<file path="src/design/cfg_mgr_map.vh">
// constants for the configuration manager: image slots, commands, timing
// assumes the includer is a design file on the 10 MHz system clock
`ifndef CFG_MGR_MAP_VH
`define CFG_MGR_MAP_VH
// number of flash image slots and slot index width
`define CM_IMAGE_SLOTS      4
`define CM_SLOT_W           2
// host command codes (3 bits)
`define CM_CMD_NONE         3'h0
`define CM_CMD_RELOAD       3'h1
`define CM_CMD_STREAM       3'h2
`define CM_CMD_FLASH_WRITE  3'h3
// source codes driven on the loader control output load_src_o
`define CM_SRC_FLASH        2'h0
`define CM_SRC_STREAM       2'h1
`define CM_SRC_JTAG         2'h2
// discovery window in microseconds and clock period in ns
`define CM_DISCOVERY_US     100000
`define CM_CLK_PERIOD_NS    100
// cycles allowed before the target must answer (round down)
`define CM_DISCOVERY_CYC    ((`CM_DISCOVERY_US * 1000) / `CM_CLK_PERIOD_NS)
// config-space header shadow depth in dwords
`define CM_CFG_WORDS        16
`define CM_CFG_AW           4
// dword index holding the device/vendor identity
`define CM_CFG_ID_IDX       4'h0
`endif

</file>
<file path="src/design/cfg_shadow_mem.v">
// config-space shadow memory: one write port, registered read port
// assumes single clock, writes and reads under the same enable
`timescale 1ns/100ps
module cfg_shadow_mem #(
  parameter DW = 32,  // word width
  parameter AW = 4    // address width
) (
  // clock and enable
  input  wire          clk_i,
  input  wire          ce_i,
  // write port
  input  wire          we_i,
  input  wire [AW-1:0] waddr_i,
  input  wire [DW-1:0] wdata_i,
  // read port
  input  wire [AW-1:0] raddr_i,
  output reg  [DW-1:0] rdata_o
);
  reg [DW-1:0] mem [0:(1<<AW)-1]; // storage array

  ////////////////////////////////////////////////////////////////////////
  // write and registered read
  always @(posedge clk_i) begin
    if (ce_i) begin
      if (we_i) begin
        mem[waddr_i] <= wdata_i;
      end
      rdata_o <= mem[raddr_i];
    end
  end
endmodule // cfg_shadow_mem

</file>
<file path="src/design/fpga_image_config_manager.v">
// configuration manager: keeps a config-space target alive while the
// logic loads from flash, a host stream or jtag.
// assumes cfg requests, host commands and loader handshakes are on clk_i;
// the image switch, jtag-active and load-done pins are asynchronous.
`timescale 1ns/100ps
`include "cfg_mgr_map.vh"

// Summary of operation
// - answer config accesses once the shadow init sweep after reset ends
// - flash holds four selectable image slots
// - power-up slot taken from hardware switch
// - host selects slot then reload command
// - host streamed image loads without flash
// - jtag may configure the logic directly
// - flash writable from jtag or host
// - config space shadow survives every reload
// - same device identity before and after
module fpga_image_config_manager #(
  parameter DISCOVERY_CYC = `CM_DISCOVERY_CYC, // discovery window in cycles
  parameter [31:0] DEVICE_ID = 32'h5A5A_0001   // identity, value arbitrary
) (
  // clock, reset, enable
  input  wire        clk_i,
  input  wire        reset_n_i,
  input  wire        ce_i,
  // asynchronous pins
  input  wire [1:0]  image_switch_i,
  input  wire        jtag_active_i,
  input  wire        load_done_i,
  // host config-space accesses
  input  wire        cfg_req_i,
  input  wire        cfg_wr_i,
  input  wire [3:0]  cfg_addr_i,
  input  wire [31:0] cfg_wdata_i,
  output reg         cfg_ack_o,
  output reg  [31:0] cfg_rdata_o,
  output reg         cfg_fwd_o,
  // host commands
  input  wire        cmd_valid_i,
  input  wire [2:0]  cmd_code_i,
  input  wire [1:0]  cmd_slot_i,
  // loader control
  output reg         load_start_o,
  output reg  [1:0]  load_slot_o,
  output reg  [1:0]  load_src_o,
  output reg         flash_wr_en_o,
  output reg         flash_wr_jtag_o,
  // status
  output reg         busy_o,
  output reg         user_ready_o,
  output reg         discovery_late_o
);
  // one-hot states
  localparam [4:0] ST_STRAP = 5'h01, ST_LOAD = 5'h02, ST_RUN = 5'h04,
                   ST_FLWR = 5'h08, ST_JTAG = 5'h10;

  reg [4:0]  state;        // controller state
  reg [1:0]  sw_s1, sw_s2; // switch synchroniser
  reg [1:0]  jt_sync;      // jtag-active synchroniser
  reg [1:0]  dn_sync;      // load-done synchroniser
  reg        wipe_done;    // shadow initialised
  reg [3:0]  wipe_addr;    // init pointer
  reg [31:0] disc_cnt;     // discovery watchdog
  reg        done_q;       // load-done, one cycle older
  reg        req_q;        // accepted request, one cycle older
  reg [3:0]  addr_q;       // dword index of that request
  wire       jtag_s = jt_sync[1];
  wire       done_s = dn_sync[1];
  wire       done_rise = done_s && !done_q; // fresh completion only
  wire [31:0] shadow_q;    // shadow read data

  // identity word is read-only in the shadow
  function is_id_word;
    input [3:0] a;
    is_id_word = (a == `CM_CFG_ID_IDX);
  endfunction

  ////////////////////////////////////////////////////////////////////////
  // input synchronisers
  always @(posedge clk_i or negedge reset_n_i) begin
    if (!reset_n_i) begin
      sw_s1   <= 2'h0;
      sw_s2   <= 2'h0;
      jt_sync <= 2'h0;
      dn_sync <= 2'h0;
      done_q  <= 1'b0;
    end else if (ce_i) begin
      sw_s1   <= image_switch_i;
      sw_s2   <= sw_s1;
      jt_sync <= {jt_sync[0], jtag_active_i};
      dn_sync <= {dn_sync[0], load_done_i};
      done_q  <= dn_sync[1];
    end
  end

  ////////////////////////////////////////////////////////////////////////
  // config shadow: keeps the header across reloads
  wire        sh_we    = !wipe_done ? 1'b1 :
                         (cfg_req_i && cfg_wr_i && !is_id_word(cfg_addr_i));
  wire [3:0]  sh_waddr = !wipe_done ? wipe_addr : cfg_addr_i;
  wire [31:0] sh_wdata = !wipe_done ?
                         (is_id_word(wipe_addr) ? DEVICE_ID : 32'h0000_0000) :
                         cfg_wdata_i;

  cfg_shadow_mem #(.DW(32), .AW(`CM_CFG_AW)) u_shadow (
    .clk_i   (clk_i),
    .ce_i    (ce_i),
    .we_i    (sh_we),
    .waddr_i (sh_waddr),
    .wdata_i (sh_wdata),
    .raddr_i (cfg_addr_i),
    .rdata_o (shadow_q)
  );

  ////////////////////////////////////////////////////////////////////////
  // shadow init sweep after reset
  always @(posedge clk_i or negedge reset_n_i) begin
    if (!reset_n_i) begin
      wipe_done <= 1'b0;
      wipe_addr <= 4'h0;
    end else if (ce_i && !wipe_done) begin
      wipe_addr <= wipe_addr + 4'h1;
      if (wipe_addr == 4'hF) begin
        wipe_done <= 1'b1;
      end
    end
  end

  ////////////////////////////////////////////////////////////////////////
  // config access answers: ack two cycles after the request, since the
  // shadow read port is registered and its data settle one cycle late
  always @(posedge clk_i or negedge reset_n_i) begin
    if (!reset_n_i) begin
      req_q       <= 1'b0;
      addr_q      <= 4'h0;
      cfg_ack_o   <= 1'b0;
      cfg_rdata_o <= 32'h0000_0000;
    end else if (ce_i) begin
      req_q     <= cfg_req_i && wipe_done;
      addr_q    <= cfg_addr_i;
      cfg_ack_o <= req_q;
      if (is_id_word(addr_q)) begin
        cfg_rdata_o <= DEVICE_ID;
      end else begin
        cfg_rdata_o <= shadow_q;
      end
    end
  end

  ////////////////////////////////////////////////////////////////////////
  // discovery watchdog: flags if init overran the window
  always @(posedge clk_i or negedge reset_n_i) begin
    if (!reset_n_i) begin
      disc_cnt         <= 32'h0000_0000;
      discovery_late_o <= 1'b0;
    end else if (ce_i && !wipe_done) begin
      disc_cnt <= disc_cnt + 32'h0000_0001;
      if (disc_cnt >= DISCOVERY_CYC - 1) begin
        discovery_late_o <= 1'b1;
      end
    end
  end

  ////////////////////////////////////////////////////////////////////////
  // load controller
  always @(posedge clk_i or negedge reset_n_i) begin
    if (!reset_n_i) begin
      state           <= ST_STRAP;
      load_start_o    <= 1'b0;
      load_slot_o     <= 2'h0;
      load_src_o      <= `CM_SRC_FLASH;
      flash_wr_en_o   <= 1'b0;
      flash_wr_jtag_o <= 1'b0;
      busy_o          <= 1'b1;
      user_ready_o    <= 1'b0;
      cfg_fwd_o       <= 1'b0;
    end else if (ce_i) begin
      load_start_o <= 1'b0;
      case (state)
        ST_STRAP: begin
          if (wipe_done) begin
            load_slot_o  <= sw_s2;
            load_src_o   <= `CM_SRC_FLASH;
            load_start_o <= 1'b1;
            state        <= ST_LOAD;
          end
        end
        ST_LOAD: begin
          cfg_fwd_o    <= 1'b0;
          user_ready_o <= 1'b0;
          busy_o       <= 1'b1;
          // only a rise counts: done stays high from the last load
          if (done_rise) begin
            state        <= ST_RUN;
            busy_o       <= 1'b0;
            user_ready_o <= 1'b1;
            cfg_fwd_o    <= 1'b1;
          end
        end
        ST_RUN: begin
          if (jtag_s) begin
            state        <= ST_JTAG;
            load_src_o   <= `CM_SRC_JTAG;
            busy_o       <= 1'b1;
            user_ready_o <= 1'b0;
            cfg_fwd_o    <= 1'b0;
          end else if (cmd_valid_i && cmd_code_i == `CM_CMD_RELOAD) begin
            load_slot_o  <= cmd_slot_i;
            load_src_o   <= `CM_SRC_FLASH;
            load_start_o <= 1'b1;
            busy_o       <= 1'b1;
            user_ready_o <= 1'b0;
            cfg_fwd_o    <= 1'b0;
            state        <= ST_LOAD;
          end else if (cmd_valid_i && cmd_code_i == `CM_CMD_STREAM) begin
            load_src_o   <= `CM_SRC_STREAM;
            load_start_o <= 1'b1;
            busy_o       <= 1'b1;
            user_ready_o <= 1'b0;
            cfg_fwd_o    <= 1'b0;
            state        <= ST_LOAD;
          end else if (cmd_valid_i && cmd_code_i == `CM_CMD_FLASH_WRITE) begin
            load_slot_o     <= cmd_slot_i;
            flash_wr_en_o   <= 1'b1;
            flash_wr_jtag_o <= 1'b0;
            busy_o          <= 1'b1;
            state           <= ST_FLWR;
          end
        end
        ST_FLWR: begin
          // write ends on a fresh loader done
          if (done_rise) begin
            flash_wr_en_o <= 1'b0;
            busy_o        <= 1'b0;
            state         <= ST_RUN;
          end
        end
        ST_JTAG: begin
          flash_wr_jtag_o <= 1'b1;
          if (!jtag_s) begin
            flash_wr_jtag_o <= 1'b0;
            state           <= ST_LOAD;
          end
        end
        default: begin
          state <= ST_STRAP;
        end
      endcase
    end
  end
endmodule // fpga_image_config_manager

</file>
<file path="config.mk">
export PLATFORM = sky130hd
export DESIGN_NAME = fpga_image_config_manager
export DESIGN_NICKNAME = d
export VERILOG_FILES = /design/src/design/cfg_shadow_mem.v /design/src/design/fpga_image_config_manager.v
export VERILOG_INCLUDE_DIRS = /design/src /design/src/design
export SDC_FILE = /design/constraint.sdc
export NUM_CORES = 1
export LEC_CHECK = 0
export BUFFER_PORTS_ARGS = -buffer_cell sky130_fd_sc_hd__buf_2
export CAP_MARGIN = 10
export CORE_MARGIN = 3
export CORE_UTILIZATION = 30
export CTS_CLUSTER_DIAMETER = 60
export DETAILED_ROUTE_END_ITERATION = 7
export GPL_TIMING_DRIVEN = 0
export PLACE_DENSITY = 0.56
export SYNTH_ARGS = -nofsm -noshare
export SYNTH_HDL_FRONTEND = slang
export SYNTH_HIERARCHICAL = 1
export SYNTH_SLANG_ARGS = --single-unit
</file>
<file path="constraint.sdc">
create_clock -name clk_i -period 6.45 [get_ports clk_i]
set_clock_uncertainty 0.2 [all_clocks]
set_input_delay 0.645 -clock clk_i [delete_from_list [all_inputs] [get_ports clk_i]]
set_output_delay 0.645 -clock clk_i [all_outputs]
set_load 0.02 [all_outputs]
</file>
==> results.toml, run 1 <==
[timing]
period_share_pct = 68.15
worstMarginPinSlew_ns = 1.120
min_period_ns = 4.395
hold_slack_ns = 0.08030
fmax_ghz = 0.2275
rsz0062_at_grt = "no"
slew_viol_final = 0
worst_slack_ns = 2.055
setup_viol = 0
finalHoldViolations = 0
slew_headroom_pct = 25.36

[floorplan]
rows = 105
die_y_um = 294.8
core_area_um2 = 82370
dieArea_um2 = 86890
io_pins = 95
die_x_um = 294.8
start_util_pct = 30.37

[synth]
ys.flop_type = "edfxtp_1"
synth.distinct_cells = 63
synth_commonest_cells = "544 x edfxtp_1, 128 x mux4_2, 97 x dfrtp_1, 77 x nand2_1, 64 x a22oi_1"
yosysSeqAreaShare_pct = 75.22
yosys-top-cells-area = "edfxtp_1 65%, mux4_2 12%, dfrtp_1 9.7%"
async_reset_ff_share_pct = 15.40
syn_avg_cell_area_um2 = 19.17
yosysMostFrequentCell = "edfxtp_1"
synth_seq_cells = 643
ys_warn_count = 6
syn_nets = 1359
synth-edff-count = 544
yosysTopAreaCell = "edfxtp_1"
synth_area_um2 = 25020
synth_top_area_share_pct = 65.30
netlist_instances = 1305

[route]
postRouteAntennaNets = 0
drtPass1Iterations = 5
via_count = 13040
finalWirelength_mm = 62.33
wire_per_inst_um = 23.60
drt_iter0_markers = 899
routed_via_density = 4.938
drc = 0

[global_route]
grt.total_usage_pct = 14.44
first_global_vias = 13810
antenna_found_initial = 2
grt_max_degree = 61
grt_pass1_wl_mm = 91.66
grt_overflow_total = 0

[power_and_ir_drop]
p_leak_nw = 10.37
vdd_drop_max_v = 0.0001967
power_mw = 11.20
p_per_area_nw_per_um2 = 373.5

[clock_network]
cts_hold_buf = 1
clkTransAtPathRegs_ns = 0.06
cts_made_buffers = 74
cts_tree = "built"
clockRootBuffer = "clkbuf_16"
cts.htree.levels = 3
cts.sinks = 643
clk_latency_ns = 0.62
post_cts_buffers = 0
cts.path.max_buffers = 3
ctsResizeCount = 0

[critical_path]
crit_type = "reg -> reg"
cp-startpoint = "wipe_done"
crit_required_ns = 6.56
r2r-end = "u_shadow/mem[3][7]"
timing.rr.start = "wipe_done"
cp-end-kind = "flip-flop"
reg2reg_depth = 7
start_kind = "flip-flop"
reg2reg_setup_slack_ns = 2.05
crit_arrival_ns = 4.51
path_max_fanout = 20
crit_path_end = "u_shadow/mem[3][7]"

[placement]
hpwl_mm = 40.46
place_congestion = 0.7444
io_buffers = 94
pre_cts_ws_ns = 2.190
dpl_cell_area_um2 = 27470

[layout]
stdcell_area_um2 = 30000
syn_to_final_growth_pct = 19.92
nNetsFinal = 1562
layout-drive-gt1-share_pct = 28.22

[outcome]
status = "complete, no violations"

[flow_run]
drv_cap = 0

[worst_hold_path]
hold_path_class = "in -> reg"
[cells in the final DEF, fill, tap and decap left out, drive strengths merged, types with 3 or more instances in the layout]
cell type,count
edfxtp,544
buf,154
mux4,128
clkbuf,125
dfrtp,97
nand2,77
a22oi,64
inv,43
o21ai,37
clkinv,32
and2,29
nor2,25
mux2,22
xnor2,19
xor2,19
nor3,16
nand4,13
nand3,11
a21o,9
o22a,9
nor2b,8
bufinv,8
nor4,8
and4,6
nand2b,6
a21oi,5
and3,4
nand4b,4
nand3b,3
a31oi,3
ha,3
clkinvlp,3
nor4b,3
[per-stage QoR]
step | cells | setup TNS (ns) | util [%]
after floorplan | 1305 | 0 | -
after global placement | 2469 | -186.52 | 32.56
after detailed placement | 2501 | 0 | 33.35
after CTS | 2640 | 0 | 36.41
after global routing | 2640 | 0 | 36.41
final | 2641 | 0 | 36.42
[critical path, stage by stage (launching register included)]
cell	delay (ns)
dfrtp_1	0.40
clkbuf_1	0.58
clkbuf_1	0.74
nand2_1	0.10
o21ai_0	0.41
nand2_1	0.48
nor2_4	0.91
buf_16	0.24
[state kept, by name, summed over array words and instances, names as in the netlist, 4 cells and up]
register and count:
disc_cnt 32, wipe_addr 4, u_shadow/mem 512, cfg_rdata_o 32, addr_q 4, state 5, u_shadow/rdata_o 32
[power by group]
| group | total (mW) | internal, mW | leakage, nW | switching [mW] |
|---|---|---|---|---|
| registers | 5.37 | 5.23 | 6.22 | 0.143 |
| logic | 1.60 | 0.505 | 2.92 | 1.09 |
| clock network | 4.24 | 2.51 | 1.23 | 1.73 |
| total | 11.2 | 8.24 | 10.4 | 2.96 |
[cell type report]
| type | instances | area (µm²) |
|---|---|---|
| Clock inverter | 51 | 583.1 |
| Multi-Input combinational cell | 561 | 5892 |
| Fill cell | 7534 | 52380 |
| Timing Repair Buffer | 127 | 996.0 |
| Clock buffer | 87 | 1932 |
| Tap cell | 1070 | 1339 |
| Buffer | 66 | 306.5 |
| Sequential cell | 643 | 18820 |
| Antenna cell | 1 | 2.502 |
| Inverter | 35 | 131.4 |
[metal layers]
metal / wire [µm] / track usage, % / vias to the layer above
met2: 30360 / 23.63 / 378
li1: - / - / 5671
met4: 1269 / 3.603 / 0
met5: 0 / 0 / -
met1: 26740 / 19.30 / 6894
met3: 3962 / 3.670 / 97
[worst min-delay path by stage]
stage | to | startpoint | cells past startpoint
floorplan | addr_q[0] | reset_n_i | 0
global route | dn_sync[0] | load_done_i | 2
finish | dn_sync[0] | load_done_i | 2
detailed placement | cfg_rdata_o[29] | u_shadow/rdata_o[29] | 2
CTS | dn_sync[0] | load_done_i | 2
global placement | cfg_rdata_o[2] | u_shadow/rdata_o[2] | 2
[cells by family after synthesis]
| group | share of synthesized area, % |
|---|---|
| AOI/OAI and AO/OA | 4.126 |
| xor gates and xnor gates | 1.330 |
| adders and majority gates | 0.1501 |
| buffers and inverters | 1.751 |
| DFF | 75.22 |
| muxes | 12.59 |
| and+or+nand+nor | 4.832 |
(Power assumes the default switching activity.)
==> run 2: changes to the inputs <==
- clock period: 6.45 -> 4.4 ns (I/O delays scaled with it)
==> run 2 against run 1 <==
  * Register-to-register slack worse by 1.9 ns
  * Total power is 44% higher
  * Sequential power is 47% higher
  * Final area is 0.21% lower
  * Largest power group unchanged
  * Highest routed layer unchanged
==> results.toml, run 2 (same netlist as run 1, synthesis figures left out) <==
[worst_hold_path]
hp-start = "cmd_code_i[1]"
hold_depth = 4
whs_endpoint = "load_src_o[0]"
hold_path_class = "in -> reg"

[power_and_ir_drop]
p_leak_nw = 10.33
vdd_drop_max_v = 0.0002822
p_per_area_nw_per_um2 = 537.2

[timing]
worstMarginPinSlew_ns = 1.099
min_period_ns = 4.268
period_share_pct = 97.00
slew_headroom_pct = 26.75
finalHoldViolations = 0
rsz0062_at_grt = "yes"
finalSetupTns_ns = 0
hold_slack_ns = 0.04905
fmax_ghz = 0.2343
slew_viol_final = 0
setup_viol = 0

[layout]
nNetsFinal = 1570
fin_cells = 2638
layout_common_cells = "544 x edfxtp_1, 128 x mux4_2, 107 x buf_2"
multiInputGateArea_um2 = 5898
largest_reg_flops = 512
seq_area_um2 = 18820
layout_commonest_cell = "edfxtp_1"
syn_to_final_growth_pct = 19.66
stdcell_area_um2 = 29930
num_antenna_cells = 0
fillers = 7519
largest-register = "u_shadow/mem"
layout-drive-gt1-share_pct = 27.23

[placement]
hpwl_mm = 40.39
place_congestion = 0.7567
dp.cells = 2497
dpl_cell_area_um2 = 27450
io_buffers = 94

[floorplan]
core_area_um2 = 82370
start_util_pct = 30.37
rows = 105
die_x_um = 294.8
dieArea_um2 = 86890
die_y_um = 294.8
io_pins = 95

[clock_network]
clk_latency_ns = 0.61
cts_made_buffers = 71
cts.htree.levels = 3
cts_tree = "built"
cts.sinks = 643
clockRootBuffer = "clkbuf_16"
clkTransAtPathRegs_ns = 0.06
cts.path.max_buffers = 3

[critical_path]
cp-end-kind = "flip-flop"
crit_type = "reg -> reg"
crit_required_ns = 4.51
r2r-end = "u_shadow/mem[9][15]"
reg2reg_setup_slack_ns = 0.13
path_max_fanout = 20
crit_arrival_ns = 4.37
timing.rr.start = "wipe_done"
reg2reg_depth = 7
start_kind = "flip-flop"

[route]
wl_met1_mm = 27.24
routed_via_density = 4.977
wl_met3_mm = 4.085
drtPass1Iterations = 5
drt_iter0_markers = 1307
dr.max_layer_used = "met4"
drc = 0
finalWirelength_mm = 62.55
postRouteAntennaNets = 0
met2_length_mm = 29.93
via_count = 13130
wire_per_inst_um = 23.71

[global_route]
grt.total_usage_pct = 14.53
grt_overflow_total = 0
first_global_vias = 13720
grt_max_degree = 52
antenna_found_initial = 1
grt_pass1_wl_mm = 92.44

[flow_run]
drv_cap = 0

[outcome]
status = "complete, no violations"
run 2: repair_timing:
item | 4_1_cts | 5_1_grt
hold buffers | 12 | 0
setup endpoints to repair | 10 | 200
buffers inserted | 0 | 3
pin swaps | 0 | 2
gates resized for setup | 1 | 1
hold endpoints to repair | 59 | 0
run 2: worst max path at each step:
stage	from	endpoint	slack, ns	cells after the start
final	wipe_done	u_shadow/mem[9][15]	0.13	7
after global routing	wipe_done	u_shadow/mem[9][4]	-0.09	7
after CTS	wipe_done	u_shadow/mem[9][4]	0.02	6
after detailed placement	wipe_done	u_shadow/mem[9][14]	-0.002	6
after global placement	wipe_done	u_shadow/mem[8][14]	-3.46	5
after floorplan	wipe_done	u_shadow/mem[8][0]	0.03	5
run 2: stage by stage:
step	util (%)	total power [mW]	setup slack, ns
3_5_place_dp	33.33	10.36	-0.002097
3_3_place_gp	32.57	10.10	-3.457
5_1_grt	36.34	16.74	-0.09223
4_1_cts	36.26	16.27	0.01972
2_1_floorplan	-	9.297	0.03077
6_report	36.34	16.08	0.1322
run 2: area by class of cell:
cell class	count	area share, %
multi-input cells	561	19.70
flip-flops and latches	643	62.86
repair buffers	138	3.837
well taps	1070	4.472
clock inverters	36	1.367
inverters	35	0.4389
clock buffers	89	6.299
plain buffers	66	1.024
run 2: worst max-delay path, stage by stage, from the launching register on:
cell and delay, ns:
dfrtp_1 0.39, clkbuf_1 0.58, clkbuf_1 0.71, nand2_1 0.09, o21ai_1 0.44, nand2b_1 0.43, nor2_4 0.86, buf_16 0.24
run 2: layer usage:
layer	GRT usage, %	vias to the layer above
li1	-	5671
met1	20.01	6963
met2	23.53	407
met3	3.052	88
met4	3.712	0
met5	0	-
run 2: power breakdown:
group / switching, mW / total, mW / internal [mW]
clock: 2.42 / 5.86 / 3.44
sequential: 0.211 / 7.87 / 7.66
combinational: 1.60 / 2.35 / 0.752
